File: src/rtl/csl_pkg.sv
// shared constants, types and carriers for the card security-level logic
package csl_pkg;
  // register byte offsets
  localparam logic [7:0] CSL_OFS_CTRL     = 8'h00;
  localparam logic [7:0] CSL_OFS_CARD_LVL = 8'h04;
  localparam logic [7:0] CSL_OFS_SECT_LVL = 8'h08;
  localparam logic [7:0] CSL_OFS_PLAIN    = 8'h0c;
  localparam logic [7:0] CSL_OFS_RESTRICT = 8'h10;
  localparam logic [7:0] CSL_OFS_STATUS   = 8'h14;
  // control field positions
  localparam int unsigned CSL_CTRL_L4_DIS  = 0;
  localparam int unsigned CSL_CTRL_RD_NMAC = 1;
  localparam int unsigned CSL_CTRL_UID7    = 2;
  // geometry: 8 sectors of 4 blocks, 2-bit level per sector
  localparam int unsigned CSL_SECT_W = 3;
  localparam int unsigned CSL_NSECT  = 8;
  localparam int unsigned CSL_NBLK   = 32;
  // level encoding, upgrades only go upward numerically
  localparam logic [1:0] CSL_LVL_ONE   = 2'h1;
  localparam logic [1:0] CSL_LVL_MIX   = 2'h2;
  localparam logic [1:0] CSL_LVL_THREE = 2'h3;
  // values after reset, and the mac chain step
  localparam logic [2:0]  CSL_RST_CTRL     = 3'h0;
  localparam logic [1:0]  CSL_RST_CARD_LVL = 2'h1;
  localparam logic [15:0] CSL_RST_SECT_LVL = 16'h5555;
  localparam logic [31:0] CSL_RST_PLAIN    = 32'h0000_0000;
  localparam logic [31:0] CSL_RST_RESTRICT = 32'h0000_0000;
  localparam logic [7:0]  CSL_CHAIN_STEP   = 8'h01;
  // answer status codes
  localparam logic [3:0] CSL_STS_OK   = 4'h0;
  localparam logic [3:0] CSL_STS_CMD  = 4'h1;
  localparam logic [3:0] CSL_STS_AUTH = 4'h2;
  localparam logic [3:0] CSL_STS_MAC  = 4'h3;
  localparam logic [3:0] CSL_STS_PERM = 4'h4;

  typedef enum logic [3:0] {
    op_none, op_reqa, op_halt, op_sel_cl1, op_sel_cl2, op_l4_act, op_deselect,
    op_legacy_auth, op_auth_first, op_auth_followup, op_read, op_write, op_key_update
  } csl_op_e;

  typedef enum logic [1:0] {
    key_card_auth, key_switch, key_origin, key_sector
  } csl_key_e;

  typedef enum logic [2:0] {
    st_idle, st_cl2_wait, st_l3_active, st_legacy_auth, st_aes_l1_auth, st_l4_active, st_l4_auth
  } csl_fsm_e;

  // decoded command from the frame front end, with cipher engine verdicts
  typedef struct packed {
    logic                  valid;
    csl_op_e               op;
    csl_key_e              key;
    logic [CSL_SECT_W-1:0] sector;
    logic [1:0]            block;
    logic                  cmd_mac;
    logic                  resp_mac_req;
    logic                  plain;
    logic                  crypto_ok;
    logic                  mac_ok;
  } csl_cmd_s;

  // verdict returned one cycle after a command
  typedef struct packed {
    logic       valid;
    logic       accept;
    logic [3:0] status;
    logic [1:0] uid_part;
    logic       resp_mac;
    logic       legacy_cipher;
    logic       key_load;
    logic       key_clear;
    logic       mem_change;
    logic       chain_restart;
    logic [7:0] chain_cnt;
  } csl_resp_s;

  // apb request side
  typedef struct packed {
    logic        psel;
    logic        penable;
    logic        pwrite;
    logic [7:0]  paddr;
    logic [31:0] pwdata;
  } csl_apb_req_s;

  // every flip-flop of the block
  typedef struct packed {
    csl_fsm_e    fsm;
    logic [1:0]  card_lvl;
    logic        sw_pend;
    logic [15:0] sect_lvl;
    logic [2:0]  ctrl;
    logic [31:0] plain;
    logic [31:0] restrict_upd;
    logic [7:0]  chain;
    csl_resp_s   resp;
    logic [31:0] prdata;
    logic        pslverr;
  } csl_state_s;
endpackage

File: src/rtl/csl_card_security_level_state_logic.sv
// security-level state logic of a contactless card with apb registers
`timescale 1ns/1ps

// How it works
// - after anticollision reader picks legacy or layer4
// - legacy cipher auth enters legacy authenticated state
// - card-auth-key aes accepted anytime in legacy mode
// - level-one aes success drops legacy authentication
// - originality, keys, switch key need layer4
// - switch key first/followup, level3 after reactivation
// - mixed sectors: legacy at layer3, aes at layer4
// - legacy path: update restrictions, legacy cipher
// - layer4 activation refused at level one when disabled by config
// - level three: layer4 only, aes keys only
// - level three: layer3, layer4, then authenticate
// - layer4 aes auth loads two session keys
// - bad command mac rejects the command
// - option lets reads skip command mac
// - layer4 writes always need valid mac
// - response mac only when reader asks
// - mac chain spans first-auth to first-auth
// - per-block plaintext permission enforced
// - cascade level two only for 7-byte identifier
// - level changes only upward, never down
module csl_card_security_level_state_logic (
  // clock and reset
  input  wire logic                  ref_clk,
  input  wire logic                  srst,
  // apb slave
  input  wire csl_pkg::csl_apb_req_s apb_req,
  output logic                       pready,
  output logic [31:0]                prdata,
  output logic                       pslverr,
  // command in, verdict out
  input  wire csl_pkg::csl_cmd_s     cmd_in,
  output csl_pkg::csl_resp_s         resp_out,
  // level and layer state
  output logic [1:0]                 card_level,
  output logic                       layer4_active,
  output logic                       switch_pending
);
  import csl_pkg::*;

  csl_state_s st_ff;
  csl_state_s nxt_st;

  logic                    wr_en;
  logic                    in_l3;
  logic                    in_l4;
  logic [1:0]              slvl;
  logic [4:0]              blk_idx;
  logic                    l4_sector_ok;
  logic                    key_allowed;
  logic                    ok;
  logic [3:0]              sts;

  // apb handshake, zero wait states
  assign pready  = apb_req.psel && apb_req.penable;
  assign wr_en   = pready && apb_req.pwrite;
  assign prdata  = st_ff.prdata;
  assign pslverr = st_ff.pslverr;

  // outputs from flip-flops
  assign resp_out       = st_ff.resp;
  assign card_level     = st_ff.card_lvl;
  assign switch_pending = st_ff.sw_pend;
  assign layer4_active  = (st_ff.fsm == st_l4_active) || (st_ff.fsm == st_l4_auth);

  // helpers about the addressed sector and current layer
  assign in_l3   = (st_ff.fsm == st_l3_active) || (st_ff.fsm == st_legacy_auth) ||
                   (st_ff.fsm == st_aes_l1_auth);
  assign in_l4   = layer4_active;
  assign slvl    = st_ff.sect_lvl[{cmd_in.sector, 1'b0} +: 2];
  assign blk_idx = {cmd_in.sector, cmd_in.block};
  // aes secure messaging at layer4 only for level3 card or level3/mixed sector
  assign l4_sector_ok = (st_ff.card_lvl == CSL_LVL_THREE) || (slvl != CSL_LVL_ONE);

  // which keys layer4 accepts at the current card level
  always_comb
  begin
    case (cmd_in.key)
      key_origin:    key_allowed = 1'b1;
      key_switch:    key_allowed = (st_ff.card_lvl == CSL_LVL_ONE);
      key_card_auth: key_allowed = (st_ff.card_lvl == CSL_LVL_ONE);
      key_sector:    key_allowed = l4_sector_ok;
      default:       key_allowed = 1'b0;
    endcase
  end

  // next state: registers, then command handling
  always_comb
  begin
    nxt_st                    = st_ff;
    ok                        = 1'b0;
    sts                       = CSL_STS_CMD;
    nxt_st.resp.valid         = 1'b0;
    nxt_st.resp.accept        = 1'b0;
    nxt_st.resp.uid_part      = 2'h0;
    nxt_st.resp.resp_mac      = 1'b0;
    nxt_st.resp.legacy_cipher = 1'b0;
    nxt_st.resp.key_load      = 1'b0;
    nxt_st.resp.key_clear     = 1'b0;
    nxt_st.resp.mem_change    = 1'b0;
    nxt_st.resp.chain_restart = 1'b0;

    // read data and error captured in the setup cycle
    if (apb_req.psel && !apb_req.penable)
    begin
      nxt_st.prdata  = 32'h0000_0000;
      nxt_st.pslverr = 1'b0;
      case (apb_req.paddr)
        CSL_OFS_CTRL:     nxt_st.prdata = {29'h0, st_ff.ctrl};
        CSL_OFS_CARD_LVL: nxt_st.prdata = {30'h0, st_ff.card_lvl};
        CSL_OFS_SECT_LVL: nxt_st.prdata = {16'h0, st_ff.sect_lvl};
        CSL_OFS_PLAIN:    nxt_st.prdata = st_ff.plain;
        CSL_OFS_RESTRICT: nxt_st.prdata = st_ff.restrict_upd;
        CSL_OFS_STATUS:   nxt_st.prdata = {20'h0, st_ff.chain, st_ff.sw_pend, st_ff.fsm};
        default:          nxt_st.pslverr = 1'b1;
      endcase
    end

    // register writes, levels only move upward
    if (wr_en)
    begin
      case (apb_req.paddr)
        CSL_OFS_CTRL:     nxt_st.ctrl = apb_req.pwdata[2:0];
        CSL_OFS_CARD_LVL:
          if (apb_req.pwdata[1:0] > st_ff.card_lvl && apb_req.pwdata[1:0] != CSL_LVL_MIX)
            nxt_st.card_lvl = apb_req.pwdata[1:0];
        CSL_OFS_SECT_LVL:
          for (int i = 0; i < CSL_NSECT; i++)
          begin
            if (apb_req.pwdata[2*i +: 2] > st_ff.sect_lvl[2*i +: 2])
              nxt_st.sect_lvl[2*i +: 2] = apb_req.pwdata[2*i +: 2];
          end
        CSL_OFS_PLAIN:    nxt_st.plain = apb_req.pwdata;
        CSL_OFS_RESTRICT: nxt_st.restrict_upd = apb_req.pwdata;
        default: ;
      endcase
    end

    // command interpreter
    if (cmd_in.valid)
    begin
      nxt_st.resp.valid = 1'b1;
      case (cmd_in.op)
        // wake-up: a pending switch takes effect here
        op_reqa:
        begin
          ok                    = 1'b1;
          nxt_st.fsm            = st_idle;
          nxt_st.resp.key_clear = 1'b1;
          if (st_ff.sw_pend)
          begin
            nxt_st.card_lvl = CSL_LVL_THREE;
            nxt_st.sw_pend  = 1'b0;
          end
        end
        op_halt, op_deselect:
        begin
          ok                    = 1'b1;
          nxt_st.fsm            = st_idle;
          nxt_st.resp.key_clear = 1'b1;
        end
        // cascade level one gives first identifier part
        op_sel_cl1:
          if (st_ff.fsm == st_idle)
          begin
            ok                   = 1'b1;
            nxt_st.resp.uid_part = 2'h1;
            nxt_st.fsm           = st_ff.ctrl[CSL_CTRL_UID7] ? st_cl2_wait : st_l3_active;
          end
        // cascade level two only for the long identifier
        op_sel_cl2:
          if (st_ff.fsm == st_cl2_wait && st_ff.ctrl[CSL_CTRL_UID7])
          begin
            ok                   = 1'b1;
            nxt_st.resp.uid_part = 2'h2;
            nxt_st.fsm           = st_l3_active;
          end
        // layer4 activation straight after selection
        op_l4_act:
          if (st_ff.fsm == st_l3_active &&
              !(st_ff.card_lvl == CSL_LVL_ONE && st_ff.ctrl[CSL_CTRL_L4_DIS]))
          begin
            ok         = 1'b1;
            nxt_st.fsm = st_l4_active;
          end
        // legacy stream-cipher authentication
        op_legacy_auth:
          if (in_l3 && st_ff.card_lvl != CSL_LVL_THREE && slvl != CSL_LVL_THREE)
          begin
            if (cmd_in.crypto_ok)
            begin
              ok                        = 1'b1;
              nxt_st.fsm                = st_legacy_auth;
              nxt_st.resp.legacy_cipher = 1'b1;
            end
            else
            begin
              sts        = CSL_STS_AUTH;
              nxt_st.fsm = st_l3_active;
            end
          end
        // aes authentication, first or followup
        op_auth_first, op_auth_followup:
          if (in_l3 && st_ff.card_lvl == CSL_LVL_ONE && cmd_in.key == key_card_auth)
          begin
            if (cmd_in.crypto_ok)
            begin
              ok         = 1'b1;
              nxt_st.fsm = st_aes_l1_auth;
            end
            else
            begin
              sts        = CSL_STS_AUTH;
              nxt_st.fsm = st_l3_active;
            end
          end
          else if (in_l4 && key_allowed)
          begin
            if (cmd_in.crypto_ok)
            begin
              ok                   = 1'b1;
              nxt_st.fsm           = st_l4_auth;
              nxt_st.resp.key_load = 1'b1;
              if (cmd_in.op == op_auth_first)
              begin
                nxt_st.chain              = 8'h00;
                nxt_st.resp.chain_restart = 1'b1;
              end
              if (cmd_in.key == key_switch)
                nxt_st.sw_pend = 1'b1;
            end
            else
            begin
              sts                   = CSL_STS_AUTH;
              nxt_st.fsm            = st_l4_active;
              nxt_st.resp.key_clear = 1'b1;
            end
          end
        // data access and key updates
        op_read, op_write, op_key_update:
          if (st_ff.fsm == st_legacy_auth && cmd_in.op != op_key_update && slvl != CSL_LVL_THREE)
          begin
            if (cmd_in.op == op_write && st_ff.restrict_upd[blk_idx])
              sts = CSL_STS_PERM;
            else
            begin
              ok                        = 1'b1;
              nxt_st.resp.legacy_cipher = 1'b1;
              nxt_st.resp.mem_change    = (cmd_in.op == op_write);
            end
          end
          else if (st_ff.fsm == st_l4_auth && (l4_sector_ok || cmd_in.op == op_key_update))
          begin
            if (cmd_in.cmd_mac && !cmd_in.mac_ok)
            begin
              sts                   = CSL_STS_MAC;
              nxt_st.fsm            = st_l4_active;
              nxt_st.resp.key_clear = 1'b1;
            end
            else if (!cmd_in.cmd_mac && (cmd_in.op != op_read || !st_ff.ctrl[CSL_CTRL_RD_NMAC]))
              sts = CSL_STS_MAC;
            else if (cmd_in.plain && cmd_in.op != op_key_update && !st_ff.plain[blk_idx])
              sts = CSL_STS_PERM;
            else
            begin
              ok                     = 1'b1;
              nxt_st.resp.mem_change = (cmd_in.op != op_read);
              nxt_st.resp.resp_mac   = cmd_in.resp_mac_req;
              nxt_st.chain           = st_ff.chain + CSL_CHAIN_STEP;
            end
          end
        default: ;
      endcase
      if (ok)
        sts = CSL_STS_OK;
      nxt_st.resp.accept    = ok;
      nxt_st.resp.status    = sts;
      nxt_st.resp.chain_cnt = nxt_st.chain;
    end
  end

  // state register
  always_ff @(posedge ref_clk)
  begin
    if (srst)
    begin
      st_ff              <= '0;
      st_ff.fsm          <= st_idle;
      st_ff.card_lvl     <= CSL_RST_CARD_LVL;
      st_ff.sect_lvl     <= CSL_RST_SECT_LVL;
      st_ff.ctrl         <= CSL_RST_CTRL;
      st_ff.plain        <= CSL_RST_PLAIN;
      st_ff.restrict_upd <= CSL_RST_RESTRICT;
    end
    else
      st_ff <= nxt_st;
  end
endmodule

File: config.mk
export PLATFORM = sky130hd
export DESIGN_NAME = csl_card_security_level_state_logic
export DESIGN_NICKNAME = d
export VERILOG_FILES = /design/src/rtl/csl_pkg.sv /design/src/rtl/csl_card_security_level_state_logic.sv
export SDC_FILE = /design/constraint.sdc
export NUM_CORES = 1
export LEC_CHECK = 0
export ABC_CLOCK_PERIOD_IN_PS = 2550
export BUFFER_PORTS_ARGS = -buffer_cell sky130_fd_sc_hd__buf_2
export CORE_ASPECT_RATIO = 1.25
export CORE_MARGIN = 4
export CORE_UTILIZATION = 50
export CTS_BUF_LIST = sky130_fd_sc_hd__clkbuf_4
export CTS_CLUSTER_DIAMETER = 200
export CTS_CLUSTER_SIZE = 25
export DETAILED_ROUTE_END_ITERATION = 8
export PLACE_DENSITY = 0.72
export SETUP_SLACK_MARGIN = 0.1
export SYNTH_ARGS = -nofsm -noshare
export SYNTH_HDL_FRONTEND = slang
export SYNTH_SLANG_ARGS = --single-unit
File: constraint.sdc
create_clock -name ref_clk -period 2.55 [get_ports ref_clk]
set_input_delay 0.1275 -clock ref_clk [delete_from_list [all_inputs] [get_ports ref_clk]]
set_output_delay 0.1275 -clock ref_clk [all_outputs]
set_load 0.05 [all_outputs]
==> results of run 1 <==
-- layout by cell type, fill, tap and decap left out, types with 8 or more instances in the layout --
| cell type | instances |
|---|---|
| a211o_1 | 18 |
| a21oi_1 | 126 |
| a222oi_1 | 13 |
| a22oi_1 | 27 |
| and2_1 | 11 |
| and3_1 | 10 |
| buf_2 | 119 |
| buf_4 | 35 |
| clkbuf_4 | 18 |
| dfxtp_1 | 130 |
| dfxtp_2 | 12 |
| dlygate4sd3_1 | 41 |
| ha_1 | 21 |
| inv_1 | 35 |
| mux2_2 | 14 |
| mux2i_1 | 36 |
| mux4_2 | 9 |
| nand2_1 | 161 |
| nand3_1 | 8 |
| nor2_1 | 112 |
| nor2b_1 | 16 |
| o211ai_1 | 9 |
| o21ai_0 | 11 |
-- kinds of logic (layout without fill, tap and decap cells) --
family	count (synthesis)	count (layout)	share of synthesized area, %
AOI/OAI and AO/OA	244	244	19.8
adders and majority gates	21	21	3.28
muxes	61	61	9.37
other	1	1	0.0468
and+or+nand+nor	364	364	21.0
xor gates and xnor gates	2	2	0.219
buffers and inverters	158	266	10.5
DFF	143	143	35.7
-- critical path, cell delays in order (launching register included) --
cell and delay, ps:
dfxtp_1 360, mux4_2 460, mux2_4 300, buf_4 140
a21oi_1 240, nor4b_1 490, o311a_1 240, o32ai_2 80
-- where the power goes --
part	switching (mW)	internal, mW
sequential	0.0154	2.24
combinational	0.302	0.205
clock	0.822	0.770
-- state kept, by name (all words and copies together) (netlist names), named ones only --
name and cells:
card_level 2, switch_pending 1, st_ff 86, resp_out 13, pslverr 1, prdata 32
-- repair_timing --
action,4_1_cts,5_1_grt
pin swaps,0,2
endpoints found under the setup margin,3,10
endpoints found under the hold margin,94,0
hold buffers,41,0
setup buffers,0,4
gates resized for setup,4,16
-- area by class of cell --
type | count | area, um^2
Clock inverter | 13 | 171
Fill cell | 1394 | 6350
Clock buffer | 18 | 135
Multi-Input combinational cell | 693 | 4350
Timing Repair Buffer | 199 | 1350
Sequential cell | 143 | 2880
Tap cell | 212 | 265
Inverter | 36 | 135
-- layer usage --
metal  global-route usage (%)  part of all wire [%]
met1                     31.1                    40
met2                     45.2                    50
met3                     5.18                   6.8
met4                     9.02                   3.2
met5                        0                     0
-- final timing paths --
| kind | cells past startpoint | start | slack, ps | to |
|---|---|---|---|---|
| hold / removal | 3 | srst | 40 | resp_out[14] |
| setup / recovery | 7 | st_ff[137] | 110 | resp_out[16] |
| hold reg to reg | 2 | resp_out[18] | 470 | resp_out[18] |
| setup reg to reg | 7 | st_ff[137] | 110 | resp_out[16] |
-- per-stage QoR --
stage	instances	power (mW)
2_1_floorplan	994	2.60
3_3_place_gp	1238	2.75
3_5_place_dp	1238	2.75
4_1_cts	1310	4.37
5_1_grt	1314	4.51
6_report	1314	4.36
==> flow_summary.yaml, run 1 <==
floorplan:
  die-area_mm2: 0.0181
  die_height_um: 150
  placementRows: 51
  pin_count: 122
  initial_core_util_pct: 51.2
  die_w_um: 121
  coreArea_mm2: 0.0156
routing:
  routed_wl_um: 23700
  ant_nets: 0
  drt_drc_violations_left: 0
  drt-initial-drc-count: 873
  via_per_inst: 5.76
  dr_total_vias: 7565
  drt-pass1-iter-count: 5
  wl_per_cell_um: 18.0
power_and_ir_drop:
  leakage_nw: 3.82
  p_per_area_mw_per_mm2: 469
  ir_worst_vdd_mv: 0.332
finish:
  post-route-util_pct: 59.4
  num_antenna_cells: 0
  nets: 1173
  fin_area_mm2: 0.00928
  area_growth_syn_to_layout_pct: 15.9
  layout-drive-gt1-share_pct: 21.6
global_routing:
  grt_usage_pct: 25.7
  grt_start_max_net_pins: 75
  grt_pass1_vias: 7126
  globalRouteOverflowTotal: 0
  antenna_found_initial: 0
  grt_first_pass_wirelength_um: 37100
synth:
  yosysMostFrequentCell: "nand2_1"
  postSynth.asyncResetShare_pct: 0
  synth.top_cell.area_share_pct: 35.7
  synthCells: 994
  synth_common_cells: "161 x nand2_1, 143 x dfxtp_1, 126 x a21oi_1"
  yosysWarningCount: 0
  syn_area_per_cell_um2: 8.06
  netlist_area_mm2: 0.00801
  ys.flop_type: "dfxtp_1"
  synth_seq_area_share_pct: 35.7
  synth_nets: 1077
  yosys.cell_types.count: 73
  synth_edf_count: 0
  synth.area.top_cells: "dfxtp_1 36%, a21oi_1 7.9%, nand2_1 7.5%"
  ys_ff_latch: 143
  yosysTopAreaCell: "dfxtp_1"
sta:
  hold_ws_ps: 36.8
  relSlewSlack_pct: 48.0
  tightestPinTransition_ps: 780
  fin_tns_setup_ps: 0
  report.final.setup_viol: 0
  hold_viol_final: 0
  drv_slew: 0
  max_freq_ghz: 0.411
  worst_slack_ps: 115
  period_minus_slack_ps: 2440
  fin_skew_ps: 15.4
  period_share_pct: 95.5
  rsz0062_at_grt: "yes"
placement:
  dpl_worst_slack_ps: -52.7
  gp_congestion: 1.01
  dp_hpwl_um: 17100
  placed_area_mm2: 0.00848
  place.port_buffers: 120
min_path:
  min_path_type: "input pin to flip-flop"
clock_network:
  clkSinkCount: 143
  cts_tree: "yes"
  cts_buffers: 17
  path_clk_slew_ps: 130
  clock_path_buffers: 2
  insertion_delay_ps: 570
  clockRootBuffer: "clkbuf_4"
  htreeDepth: 4
worst_setup_path:
  crit_path_end_kind: "flip-flop"
  cp_data_required_time_ps: 3000
  cp.arrival_ps: 2880
  crit_fanout: 4
  path_class: "flip-flop to flip-flop"
  start_kind: "flip-flop"
run:
  drv_cap: 0
status:
  status: "completed"
Power figures use the tool's default switching activity.
==> run 2, diff against run 1 <==
--- a/config.mk
+++ b/config.mk
@@ -7,14 +7,16 @@
 export LEC_CHECK = 0
 export ABC_CLOCK_PERIOD_IN_PS = 2550
 export BUFFER_PORTS_ARGS = -buffer_cell sky130_fd_sc_hd__buf_2
+export CELL_PAD_IN_SITES_DETAIL_PLACEMENT = 1
+export CELL_PAD_IN_SITES_GLOBAL_PLACEMENT = 1
 export CORE_ASPECT_RATIO = 1.25
-export CORE_MARGIN = 4
-export CORE_UTILIZATION = 50
+export CORE_MARGIN = 2
+export CORE_UTILIZATION = 44
 export CTS_BUF_LIST = sky130_fd_sc_hd__clkbuf_4
 export CTS_CLUSTER_DIAMETER = 200
 export CTS_CLUSTER_SIZE = 25
 export DETAILED_ROUTE_END_ITERATION = 8
-export PLACE_DENSITY = 0.72
+export PLACE_DENSITY_LB_ADDON = 0.1
 export SETUP_SLACK_MARGIN = 0.1
 export SYNTH_ARGS = -nofsm -noshare
 export SYNTH_HDL_FRONTEND = slang
==> flow_summary.yaml, run 2 (synthesis gave the netlist of run 1 again) <==
floorplan:
  die_height_um: 155
  placementRows: 55
  die-area_mm2: 0.0193
  die_w_um: 125
  coreArea_mm2: 0.0180
  pin_count: 122
  initial_core_util_pct: 44.6
power_and_ir_drop:
  p_int_mw: 3.04
  p_per_area_mw_per_mm2: 453
  switching_share_pct: 28.3
  pwr-share-comb_pct: 12.4
  leakage_nw: 3.85
  switchingPower_mw: 1.20
  clkPwrFrac_pct: 34.3
  p_seq_share_pct: 53.3
  ir_worst_vdd_mv: 0.291
finish:
  layout_commonest_cell: "nand2_1"
  layout-drive-gt1-share_pct: 23.0
  area_growth_syn_to_layout_pct: 16.8
  multi_input_area_mm2: 0.00438
  layoutNonFillerInstCount: 1342
  regMostFlops: "st_ff"
  ff_latch_area_mm2: 0.00288
  most-common-layout-cells: "161 x nand2_1, 135 x dfxtp_1, 125 x a21oi_1"
  nets: 1184
  largest_reg_flops: 86
  n_fill_cell: 2291
  fin_area_mm2: 0.00935
sta:
  rsz0062_at_grt: "yes"
  period_share_pct: 95.4
  report.final.setup_viol: 0
  drv_slew: 0
  relSlewSlack_pct: 31.6
  hold_viol_final: 0
  tightestPinTransition_ps: 1030
  fin_tns_setup_ps: 0
  fin_skew_ps: 21.1
  period_minus_slack_ps: 2430
  max_freq_ghz: 0.411
placement:
  placed_area_mm2: 0.00853
  dp_hpwl_um: 19100
  placed_cells: 1261
  gp_congestion: 0.936
  place.port_buffers: 120
worst_setup_path:
  r2r_slack_ps: 120
  cp_data_required_time_ps: 3020
  path_class: "flip-flop to flip-flop"
  crit_path_end_kind: "flip-flop"
  worst_r2r_path_depth: 7
  crit_fanout: 5
  crit_start: "st_ff[144]"
  r2r_start: "st_ff[144]"
  cp.arrival_ps: 2910
  start_kind: "flip-flop"
clock_network:
  cts_buffers: 17
  htreeDepth: 4
  clkSinkCount: 143
  cts_tree: "yes"
  insertion_delay_ps: 580
  clockRootBuffer: "clkbuf_4"
  clock_path_buffers: 2
  path_clk_slew_ps: 130
routing:
  via_per_inst: 5.67
  routed_wl_um: 26400
  met3_wirelength_um: 928
  dr_total_vias: 7604
  highest_layer: "met4"
  drt-pass1-iter-count: 5
  wl_per_cell_um: 19.7
  drt-initial-drc-count: 435
  ant_nets: 0
  drt_drc_violations_left: 0
  wl_met2_um: 13700
  wl_met1_um: 10900
global_routing:
  grt_usage_pct: 27.2
  globalRouteOverflowTotal: 0
  grt_first_pass_wirelength_um: 41800
  grt_start_max_net_pins: 92
  antenna_found_initial: 1
  grt_pass1_vias: 7788
run:
  drv_cap: 0
status:
  status: "completed"
min_path:
  min_path_type: "input pin to flip-flop"
run 2: cell count changes in the layout (fill, tap and decap cells not counted), sizes merged:
cell and change:
buf +12, bufinv -2, clkbuf +1, clkinvlp +1, diode +1, dlygate4sd3 -1
run 2: area by class of cell:
class | count | area share [%]
Inverter | 36 | 1.44
Multi-Input combinational cell | 693 | 46.8
Clock inverter | 12 | 1.30
Sequential cell | 143 | 30.8
Antenna cell | 1 | 0.0268
Tap cell | 228 | 3.05
Clock buffer | 19 | 1.53
Timing Repair Buffer | 210 | 15.1
run 2: how the worst min path moves through the flow:
stage                     cells past startpoint       start        endpoint
final                                         4  cmd_in[11]  switch_pending
after global routing                          3  cmd_in[12]    resp_out[10]
after CTS                                     3  cmd_in[12]    resp_out[14]
after detailed placement                      2   cmd_in[3]    resp_out[13]
after global placement                        2   cmd_in[3]    resp_out[13]
after floorplan                               2  apb_req[0]       st_ff[63]
run 2: routing by layer:
layer / track usage [%] / up-vias
li1: - / 3644
met1: 31.3 / 3704
met2: 50.4 / 203
met3: 4.29 / 53
met4: 10.6 / 0
met5: 0 / -
run 2: what timing repair did:
item / 4_1_cts / 5_1_grt
hold endpoints to repair: 98 / 0
endpoints found under the setup margin: 4 / 12
gates resized for setup: 6 / 20
hold buffers: 40 / 0
pin swaps: 0 / 7
buffers inserted: 1 / 8
run 2: power groups by stage:
stage | combinational [mW] | sequential (mW) | clock [mW]
5_1_grt | 0.571 | 2.26 | 1.57
3_5_place_dp | 0.455 | 2.31 | 0
6_report | 0.526 | 2.26 | 1.46
4_1_cts | 0.504 | 2.26 | 1.49
2_1_floorplan | 0.295 | 2.30 | 0
3_3_place_gp | 0.451 | 2.31 | 0
run 2: worst max-delay path, stage by stage, from the launching register on:
cell,delay [ps]
dfxtp_4,380
mux4_2,470
mux2_4,310
and3b_2,240
o31ai_2,340
and2_1,220
o22ai_1,100
mux2_2,270
run 2: metrics by stage:
| stage | util, % | worst slack, ps | power (mW) | hold slack, ps |
|---|---|---|---|---|
| 2_1_floorplan | - | 204 | 2.60 | 263 |
| 3_3_place_gp | 47.5 | 89.6 | 2.76 | 363 |
| 3_5_place_dp | 47.5 | 49.7 | 2.76 | 364 |
| 4_1_cts | 51.3 | 87.7 | 4.25 | 3.90 |
| 5_1_grt | 52.1 | 12.9 | 4.40 | 42.1 |
| 6_report | 52.1 | 118 | 4.24 | 30.0 |
